**src/hdl/pwm_timer_map.vh**
```
// Register indices, field positions, reset values and vectors of the timer.
`ifndef PWM_TIMER_MAP_VH
`define PWM_TIMER_MAP_VH

// Register select codes on the CPU data bus port.
`define SEL_CONTROL_E 3'h0
`define SEL_COUNTER 3'h1
`define SEL_STAGING 3'h2
`define SEL_COMPARE_A 3'h3
`define SEL_COMPARE_B 3'h4
`define SEL_PERIOD_C 3'h5
`define SEL_COMPARE_D 3'h6
`define SEL_MASK 3'h7
// The flag register shares the control E code with the high select bit.
`define SEL_FLAGS 4'h8

// Control register E fields.
`define BIT_UPDATE_LOCK 7
`define BIT_ENHANCED 6
`define CONTROL_E_RESET 8'h00

// Interrupt mask and flag bit positions.
`define BIT_MATCH_D 7
`define BIT_MATCH_A 6
`define BIT_MATCH_B 5
`define BIT_OVERFLOW 2
`define MASK_RESET 8'h00

// Smallest value the period register holds.
`define PERIOD_MIN 10'h003
// Reset value of the period register, in the stored 11-bit layout.
`define PERIOD_RESET 11'h7FE

// Interrupt vector addresses.
`define VECTOR_MATCH_D 8'h10
`define VECTOR_MATCH_A 8'h03
`define VECTOR_MATCH_B 8'h09
`define VECTOR_OVERFLOW 8'h04

`endif
```
**src/hdl/compare_channel.v**
```verilog
// One buffered compare channel with lock, enhanced edge bit and waveform.
`timescale 1ns/1ps
module compare_channel
#(
   parameter WIDTH = 10
)
(
   input wire clk,
   input wire reset_n,
   input wire load,
   input wire [WIDTH:0] load_value,
   input wire [WIDTH:0] reset_value,
   input wire update_lock,
   input wire enhanced,
   input wire counted,
   input wire [WIDTH-1:0] counter,
   output reg [WIDTH:0] buffer_value,
   output reg [WIDTH:0] active_value,
   output reg match,
   output reg wave
);

reg delayed_hit;
wire hit;

// A hit needs a counting step; a software load of the counter never hits.
assign hit = counted && (counter == active_value[WIDTH:1]);

////////////////////////////////////////////////////////////////////////
// Buffer takes every write; active copy follows only while unlocked.
always @(posedge clk)
begin
   if (!reset_n)
   begin
      buffer_value <= reset_value;
      active_value <= reset_value;
   end
   else
   begin
      if (load)
         buffer_value <= load_value;
      if (!update_lock)
         active_value <= buffer_value;
   end
end

////////////////////////////////////////////////////////////////////////
// Enhanced low bit moves the event one clock later, a half timer step.
always @(posedge clk)
begin
   if (!reset_n)
   begin
      delayed_hit <= 1'b0;
      match <= 1'b0;
      wave <= 1'b0;
   end
   else
   begin
      delayed_hit <= hit && enhanced && active_value[0];
      match <= (hit && !(enhanced && active_value[0])) || delayed_hit;
      if (counted && counter == {WIDTH{1'b0}})
         wave <= 1'b1;
      else if ((hit && !(enhanced && active_value[0])) || delayed_hit)
         wave <= 1'b0;
   end
end

endmodule // compare_channel

```
**src/hdl/pwm_timer_core.v**
```verilog
// Register core of the 10-bit up/down high-speed PWM timer.
// What this block does
// - Lock set buffers compare writes; release moves them to active copies.
// - Enhanced mode adds compare low bit choosing the signalling clock edge.
// - Six-output mode: override enables connect pins, else port values show.
// - Enable bits 0..5 map to A, not A, B, not B, D, not D.
// - Counter is 10-bit up/down, readable and writable over byte bus.
// - Counter write takes effect two edges later sync, one edge async.
// - Any software counter write restarts counting upward.
// - One staging register holds bits 9:8 for all 10-bit accesses.
// - Staging bit 2 carries the eleventh bit in enhanced mode.
// - Staging bits 7:3 always read as zero.
// - Match only when counting reaches compare, never on a software write.
// - Match A, B, D sets its flag one synchronisation cycle later.
// - Match against period register C clears the counter in single slope; dual slope turns down there.
// - Period writes below three store three.
// - Matches D, A, B request own vectors when enabled globally too.
// - Overflow requests its vector when enabled and globally enabled.
// - Mask bits: D at 7, A at 6, B at 5, overflow at 2.
// - Overflow flag at top wrap single slope, at bottom dual slope.
// - Flags clear on vector acknowledge or one cycle after writing one.
`timescale 1ns/1ps
`include "pwm_timer_map.vh"
module pwm_timer_core
(
   input wire clk,
   input wire reset_n,
   input wire [3:0] reg_sel,
   input wire reg_wr,
   input wire reg_rd,
   input wire [7:0] wdata,
   output reg [7:0] rdata,
   input wire count_tick,
   input wire dual_slope,
   input wire six_output_pwm,
   input wire async_mode,
   input wire global_irq_enable,
   input wire [3:0] irq_ack,
   input wire [5:0] port_pin_values,
   output reg [5:0] compare_pins,
   output reg irq_match_d,
   output reg irq_match_a,
   output reg irq_match_b,
   output reg irq_overflow,
   output reg [7:0] irq_vector
);

reg [7:0] control_e;
reg [7:0] mask;
reg [2:0] staging;
reg [9:0] counter;
reg count_down;
reg counted;
reg wr_stage1;
reg wr_stage2;
reg [9:0] wr_value;
reg match_d_flag;
reg match_a_flag;
reg match_b_flag;
reg overflow_flag;
reg [7:0] clear_pending;
reg overflow_event;
reg [9:0] next_counter;
reg next_down;
reg next_overflow;
reg [10:0] next_compare;
reg [10:0] next_period;
reg [9:0] period_raw;

wire update_lock;
wire enhanced;
wire wr_a;
wire wr_b;
wire wr_c;
wire wr_d;
wire wr_apply;
wire [10:0] buf_a;
wire [10:0] buf_b;
wire [10:0] buf_c;
wire [10:0] buf_d;
wire [10:0] act_c;
wire [10:0] act_a_unused;
wire [10:0] act_b_unused;
wire [10:0] act_d_unused;
wire match_a;
wire match_b;
wire match_d;
wire wave_a;
wire wave_b;
wire wave_d;
wire [9:0] top;
wire [5:0] waves;
wire [3:0] pending_irq;

assign update_lock = control_e[`BIT_UPDATE_LOCK];
assign enhanced = control_e[`BIT_ENHANCED];
assign wr_a = reg_wr && reg_sel == {1'b0, `SEL_COMPARE_A};
assign wr_b = reg_wr && reg_sel == {1'b0, `SEL_COMPARE_B};
assign wr_c = reg_wr && reg_sel == {1'b0, `SEL_PERIOD_C};
assign wr_d = reg_wr && reg_sel == {1'b0, `SEL_COMPARE_D};
assign top = act_c[10:1];

////////////////////////////////////////////////////////////////////////
// Low-byte write joins the staged high bits; enhanced keeps the 11th bit.
always @*
begin
   if (enhanced)
      next_compare = {staging, wdata};
   else
      next_compare = {staging[1:0], wdata, 1'b0};
   period_raw = {staging[1:0], wdata};
   if (period_raw < `PERIOD_MIN)
      next_period = {`PERIOD_MIN, 1'b0};
   else
      next_period = {period_raw, 1'b0};
end

////////////////////////////////////////////////////////////////////////
// Four identical channels; C only supplies the period limit.
compare_channel #(.WIDTH(10)) chan_a
(
   .clk(clk), .reset_n(reset_n), .load(wr_a), .load_value(next_compare),
   .reset_value(11'h000), .update_lock(update_lock), .enhanced(enhanced),
   .counted(counted), .counter(counter), .buffer_value(buf_a),
   .active_value(act_a_unused), .match(match_a), .wave(wave_a)
);
compare_channel #(.WIDTH(10)) chan_b
(
   .clk(clk), .reset_n(reset_n), .load(wr_b), .load_value(next_compare),
   .reset_value(11'h000), .update_lock(update_lock), .enhanced(enhanced),
   .counted(counted), .counter(counter), .buffer_value(buf_b),
   .active_value(act_b_unused), .match(match_b), .wave(wave_b)
);
compare_channel #(.WIDTH(10)) chan_c
(
   .clk(clk), .reset_n(reset_n), .load(wr_c), .load_value(next_period),
   .reset_value(`PERIOD_RESET), .update_lock(update_lock),
   .enhanced(1'b0), .counted(counted), .counter(counter),
   .buffer_value(buf_c), .active_value(act_c), .match(), .wave()
);
compare_channel #(.WIDTH(10)) chan_d
(
   .clk(clk), .reset_n(reset_n), .load(wr_d), .load_value(next_compare),
   .reset_value(11'h000), .update_lock(update_lock), .enhanced(enhanced),
   .counted(counted), .counter(counter), .buffer_value(buf_d),
   .active_value(act_d_unused), .match(match_d), .wave(wave_d)
);

////////////////////////////////////////////////////////////////////////
// Counter writes pass a synchronisation stage; async mode skips one.
assign wr_apply = (wr_stage1 && async_mode) || wr_stage2;

always @(posedge clk)
begin
   if (!reset_n)
   begin
      wr_stage1 <= 1'b0;
      wr_stage2 <= 1'b0;
      wr_value <= 10'h000;
   end
   else
   begin
      wr_stage1 <= reg_wr && reg_sel == {1'b0, `SEL_COUNTER};
      wr_stage2 <= wr_stage1 && !async_mode;
      if (reg_wr && reg_sel == {1'b0, `SEL_COUNTER})
         wr_value <= {staging[1:0], wdata};
   end
end

////////////////////////////////////////////////////////////////////////
// Next counter value: clear at period in single slope, turn in dual.
always @*
begin
   next_counter = counter;
   next_down = count_down;
   next_overflow = 1'b0;
   if (wr_apply)
   begin
      next_counter = wr_value;
      next_down = 1'b0;
   end
   else if (count_tick)
   begin
      if (!dual_slope)
      begin
         if (counter == top)
         begin
            next_counter = 10'h000;
            next_overflow = 1'b1;
         end
         else
            next_counter = counter + 10'h001;
      end
      else if (!count_down)
      begin
         if (counter >= top)
         begin
            next_down = 1'b1;
            next_counter = counter - 10'h001;
         end
         else
            next_counter = counter + 10'h001;
      end
      else
      begin
         if (counter == 10'h000)
         begin
            next_down = 1'b0;
            next_counter = 10'h001;
         end
         else
         begin
            next_counter = counter - 10'h001;
            next_overflow = counter == 10'h001;
         end
      end
   end
end

// Counted marks a step taken by the counter itself, not by software.
always @(posedge clk)
begin
   if (!reset_n)
   begin
      counter <= 10'h000;
      count_down <= 1'b0;
      counted <= 1'b0;
      overflow_event <= 1'b0;
   end
   else
   begin
      counter <= next_counter;
      count_down <= next_down;
      counted <= count_tick && !wr_apply;
      overflow_event <= next_overflow;
   end
end

////////////////////////////////////////////////////////////////////////
// Control, mask and staging writes; a low-byte read latches high bits.
always @(posedge clk)
begin
   if (!reset_n)
   begin
      control_e <= `CONTROL_E_RESET;
      mask <= `MASK_RESET;
      staging <= 3'h0;
   end
   else
   begin
      if (reg_wr && reg_sel == {1'b0, `SEL_CONTROL_E})
         control_e <= wdata;
      if (reg_wr && reg_sel == {1'b0, `SEL_MASK})
         mask <= wdata & 8'hE4;
      if (reg_wr && reg_sel == {1'b0, `SEL_STAGING})
         staging <= wdata[2:0];
      else if (reg_rd)
      begin
         case (reg_sel)
            {1'b0, `SEL_COUNTER}: staging <= {1'b0, counter[9:8]};
            {1'b0, `SEL_COMPARE_A}: staging <= enhanced ? buf_a[10:8]
               : {1'b0, buf_a[10:9]};
            {1'b0, `SEL_COMPARE_B}: staging <= enhanced ? buf_b[10:8]
               : {1'b0, buf_b[10:9]};
            {1'b0, `SEL_PERIOD_C}: staging <= {1'b0, buf_c[10:9]};
            {1'b0, `SEL_COMPARE_D}: staging <= enhanced ? buf_d[10:8]
               : {1'b0, buf_d[10:9]};
            default: staging <= staging;
         endcase
      end
   end
end

////////////////////////////////////////////////////////////////////////
// Read data is registered; byte reads need no staging access.
always @(posedge clk)
begin
   if (!reset_n)
      rdata <= 8'h00;
   else if (reg_rd)
   begin
      case (reg_sel)
         {1'b0, `SEL_CONTROL_E}: rdata <= control_e;
         {1'b0, `SEL_COUNTER}: rdata <= counter[7:0];
         {1'b0, `SEL_STAGING}: rdata <= {5'h00, staging};
         {1'b0, `SEL_COMPARE_A}: rdata <= enhanced ? buf_a[7:0] : buf_a[8:1];
         {1'b0, `SEL_COMPARE_B}: rdata <= enhanced ? buf_b[7:0] : buf_b[8:1];
         {1'b0, `SEL_PERIOD_C}: rdata <= buf_c[8:1];
         {1'b0, `SEL_COMPARE_D}: rdata <= enhanced ? buf_d[7:0] : buf_d[8:1];
         {1'b0, `SEL_MASK}: rdata <= mask;
         `SEL_FLAGS: rdata <= {match_d_flag, match_a_flag, match_b_flag,
            2'b00, overflow_flag, 2'b00};
         default: rdata <= 8'h00;
      endcase
   end
end

////////////////////////////////////////////////////////////////////////
// Flags: a write of one clears a cycle later; a new event wins the clear.
always @(posedge clk)
begin
   if (!reset_n)
   begin
      clear_pending <= 8'h00;
      match_d_flag <= 1'b0;
      match_a_flag <= 1'b0;
      match_b_flag <= 1'b0;
      overflow_flag <= 1'b0;
   end
   else
   begin
      clear_pending <= (reg_wr && reg_sel == `SEL_FLAGS) ? wdata : 8'h00;
      match_d_flag <= match_d || (match_d_flag && !irq_ack[3]
         && !clear_pending[`BIT_MATCH_D]);
      match_a_flag <= match_a || (match_a_flag && !irq_ack[2]
         && !clear_pending[`BIT_MATCH_A]);
      match_b_flag <= match_b || (match_b_flag && !irq_ack[1]
         && !clear_pending[`BIT_MATCH_B]);
      overflow_flag <= overflow_event || (overflow_flag && !irq_ack[0]
         && !clear_pending[`BIT_OVERFLOW]);
   end
end

////////////////////////////////////////////////////////////////////////
// Requests and the vector of the highest-priority pending one.
assign pending_irq = {match_d_flag && mask[`BIT_MATCH_D],
   match_a_flag && mask[`BIT_MATCH_A], match_b_flag && mask[`BIT_MATCH_B],
   overflow_flag && mask[`BIT_OVERFLOW]} & {4{global_irq_enable}};

always @(posedge clk)
begin
   if (!reset_n)
   begin
      irq_match_d <= 1'b0;
      irq_match_a <= 1'b0;
      irq_match_b <= 1'b0;
      irq_overflow <= 1'b0;
      irq_vector <= 8'h00;
   end
   else
   begin
      irq_match_d <= pending_irq[3];
      irq_match_a <= pending_irq[2];
      irq_match_b <= pending_irq[1];
      irq_overflow <= pending_irq[0];
      // Lowest vector address has the highest priority.
      if (pending_irq[2])
         irq_vector <= `VECTOR_MATCH_A;
      else if (pending_irq[0])
         irq_vector <= `VECTOR_OVERFLOW;
      else if (pending_irq[1])
         irq_vector <= `VECTOR_MATCH_B;
      else if (pending_irq[3])
         irq_vector <= `VECTOR_MATCH_D;
      else
         irq_vector <= 8'h00;
   end
end

////////////////////////////////////////////////////////////////////////
// Pin mux reacts the next edge after an enable change, with no waiting
// for a period boundary.
assign waves = {~wave_d, wave_d, ~wave_b, wave_b, ~wave_a, wave_a};

always @(posedge clk)
begin
   if (!reset_n)
      compare_pins <= 6'h00;
   else if (six_output_pwm)
      compare_pins <= (waves & control_e[5:0])
         | (port_pin_values & ~control_e[5:0]);
   else
      compare_pins <= (waves & 6'h15) | (port_pin_values & 6'h2A);
end

endmodule // pwm_timer_core

```
**config.mk**
```make
export PLATFORM = sky130hd
export DESIGN_NAME = pwm_timer_core
export DESIGN_NICKNAME = d
export VERILOG_FILES = /design/src/hdl/compare_channel.v /design/src/hdl/pwm_timer_core.v
export VERILOG_INCLUDE_DIRS = /design/src /design/src/hdl
export SDC_FILE = /design/constraint.sdc
export NUM_CORES = 1
export LEC_CHECK = 0
export BUFFER_PORTS_ARGS = -buffer_cell sky130_fd_sc_hd__clkbuf_2
export CORE_MARGIN = 10
export CORE_UTILIZATION = 60
export CTS_CLUSTER_DIAMETER = 150
export DETAILED_ROUTE_END_ITERATION = 6
export GPL_TIMING_DRIVEN = 0
export PLACE_DENSITY = 0.79
export SYNTH_ARGS = -nofsm -noshare
export SYNTH_HDL_FRONTEND = slang
export SYNTH_SLANG_ARGS = --single-unit
```
**constraint.sdc**
```tcl
create_clock -name clk -period 3.5 [get_ports clk]
set_input_delay 0.35 -clock clk [delete_from_list [all_inputs] [get_ports clk]]
set_output_delay 0.35 -clock clk [all_outputs]
set_load 0.03 [all_outputs]
```
==> results.toml <==
[timing]
clock_skew_ns = 0.005424
drv_slew = 0
fin_crit_sh_pct = 94.23
relSlewSlack_pct = 43.02
tns_ns = 0
tightest_slew_ns = 0.8547
timing.fmax_mhz = 303.2
finalSetupViolations = 0
hold_viol_final = 0
rsz0062_at_grt = "no"
fin_ws_ns = 0.2020
layout_min_cycle_time_ns = 3.298

[worst_setup_path]
critical_path_class = "reg2reg"
cp-start-kind = "register"
cp-end-kind = "register"
crit_fanout = 10
cp_slowest_cell = "nor2_1"
cpPeakStageDelay_ns = 0.66
cp_data_arrival_time_ns = 3.59
critical_path_required_ns = 3.79
path_cells = "clkbuf_1, inv_1, ha_1, nand2b_1, a21o_1, a221oi_2, nor2_1, a221oi_1, a211oi_1"

[route]
drtPass1Iterations = 7
vias = 7405
postRouteAntennaNets = 0
post-route-drc-count = 19
wl_per_cell_um = 21.70
first_iter_violations = 951
routed_wl_um = 25630
via_per_inst = 6.270

[floorplan]
dieArea_um2 = 18360
fp-row-count = 42
die_w_um = 135.5
initial_core_util_pct = 60.92
die_y_um = 135.5
ios = 57
core_um2 = 13140

[layout]
fill_cells = 1076
final_cell_area_um2 = 9065
drive_gt1_share_pct = 13.23
num_antenna_cells = 0
fin_nets = 1037
area_growth_pct = 13.26

[synth]
syn_inst = 923
ys_warn_count = 0
synth_seq_cells = 165
seq_area_frac_synth_pct = 41.27
synth_edf_count = 0
synth.distinct_cells = 59
synth_area_um2 = 8004
avgSynthCellArea_um2 = 8.672
synth_top_flop_cell = "dfxtp_1"
synth-async-reset-ratio_pct = 0

[clocking]
clk_pin_slew_ns = 0.07
cts_tree = "done"
cts-root-buf = "clkbuf_16"
htree_levels = 4
cts_hold_repair.buffers = 0
cts_buffers = 17
cts_max_path_buffers = 2
cts_setup_buffers = 0
cts.repair.resized = 0
worstSkewPairLatency_ns = 0.43
cts.sinks = 165

[placement]
io_buffers = 48
post-place-ws_ns = 0.3240
dp_hpwl_um = 18470
placed_area_um2 = 8472
gp_congestion = 1.019

[worst_hold_path]
hp-class = "in2reg"

[status]
violations = "DRC"
status = "finished with violations"

[grt]
track_usage_pct = 27.64
grt_pass1_wl_um = 39370
grt_antenna_before_repair = 0
grt_max_degree = 17
grt-ovfl-total = 0
grt_pass1_vias = 6974

[job]
drv_cap = 0

[power]
powerDensity_nw_per_um2 = 462.8
ir_drop_v = 0.0005105
leakage_nw = 3.388
-- power by group --
part           internal (W)  switching [W]
clock               0.00107       0.000832
combinational      0.000116       0.000228
sequential          0.00191      0.0000378
-- cell usage after synthesis (all sizes together) (6+ instances only) --
master,instances,area (um2)
dfxtp,165,3303
nor2,111,416.7
nand2,99,371.6
mux2i,75,750.7
a21oi,54,270.3
clkbuf,39,147.6
xnor2,39,341.6
a211oi,34,255.2
nand3,34,170.2
buf,33,176.4
inv,20,75.07
o21ai,17,85.08
a22oi,16,120.1
ha,14,175.2
a221oi,13,120.1
nand4,12,75.07
and2,10,62.56
nand2b,10,62.56
nor4,10,83.83
o22ai,10,62.56
nor2b,9,56.30
nor3,9,50.05
and3,8,50.05
mux2,8,90.09
a21o,6,45.04
a31oi,6,37.54
nand3b,6,45.04
-- critical path: cells and delay by family, from the launching register on --
family,cells,cell delay (ns)
AOI/OAI and AO/OA,4,0.89
and+or+nand+nor,2,0.77
buffers and inverters,2,0.76
adders and majority gates,1,0.38
DFF,1,0.37
-- state kept, by name (all words and copies together) (netlist names), 6 cells and up --
register             cells
compare_pins             6
control_e                8
wr_value                10
chan_c.buffer_value     10
rdata                    8
chan_a.buffer_value     11
chan_a.active_value     11
chan_b.active_value     11
chan_d.buffer_value     11
chan_c.active_value     10
counter                 10
chan_d.active_value     11
chan_b.buffer_value     11
-- logic make-up (layout without fill, tap and decap cells) --
logic type      count (synthesis)  after routing  share of synthesized area [%]
mux                            83             83                          10.50
compound gates                188            188                          16.05
fa+ha+maj                      14             14                          2.189
other cells                     1              3                        0.04685
simple gates                  334            334                          20.04
xor+xnor                       44             44                          4.815
flops                         165            165                          41.27
buf+inv                        94            174                          5.081
-- cells in the final DEF (no fill, tap or decap), types with 12 or more instances in the layout --
cell type and instances:
dfxtp_1 165, nor2_1 111, nand2_1 99, mux2i_1 75
a21oi_1 54, clkbuf_2 49, xnor2_1 39, clkbuf_1 38
nand3_1 34, a211oi_1 34, buf_2 24, inv_1 20
o21ai_0 17, clkbuf_16 17, a22oi_1 16, ha_1 14
a221oi_1 12, nand4_1 12
-- through the flow --
step | hold WS (ns) | power (W) | cells | utilization (%)
after floorplan | 0.4130 | 0.002199 | 925 | -
after global placement | 0.4167 | 0.002316 | 1149 | 64.49
after detailed placement | 0.4302 | 0.002321 | 1149 | 64.49
after CTS | 0.1067 | 0.004187 | 1181 | 69.00
after global routing | 0.1312 | 0.004297 | 1181 | 69.00
final | 0.1068 | 0.004195 | 1181 | 69.00
-- worst paths after layout --
check | end | cells after the start | start | slack [ns]
max | counter[5] | 9 | counter[0] | 0.20
min | wr_stage2 | 2 | async_mode | 0.11
min reg2reg | match_b_flag | 2 | chan_b.match | 0.44
max reg2reg | counter[5] | 9 | counter[0] | 0.20
-- layout make-up --
type | instances | area, um2 | area share, %
clock inverter | 15 | 167.7 | 1.850
buffer | 72 | 324.1 | 3.575
tap | 176 | 220.2 | 2.429
sequential | 165 | 3303 | 36.44
multi-input combinational | 666 | 4302 | 47.45
inverter | 22 | 82.58 | 0.9110
timing repair buffer | 48 | 240.2 | 2.650
clock buffer | 17 | 425.4 | 4.693
-- routing by layer --
| metal | wire length (um) | GRT usage, % | up-vias |
|---|---|---|---|
| met4 | 1407 | 14.47 | 0 |
| met2 | 11090 | 41.02 | 455 |
| li1 | - | - | 3403 |
| met1 | 10440 | 36.30 | 3442 |
| met3 | 2691 | 6.936 | 105 |
| met5 | 0 | 0 | - |
Note: power is estimated with default switching activity, not from simulation.
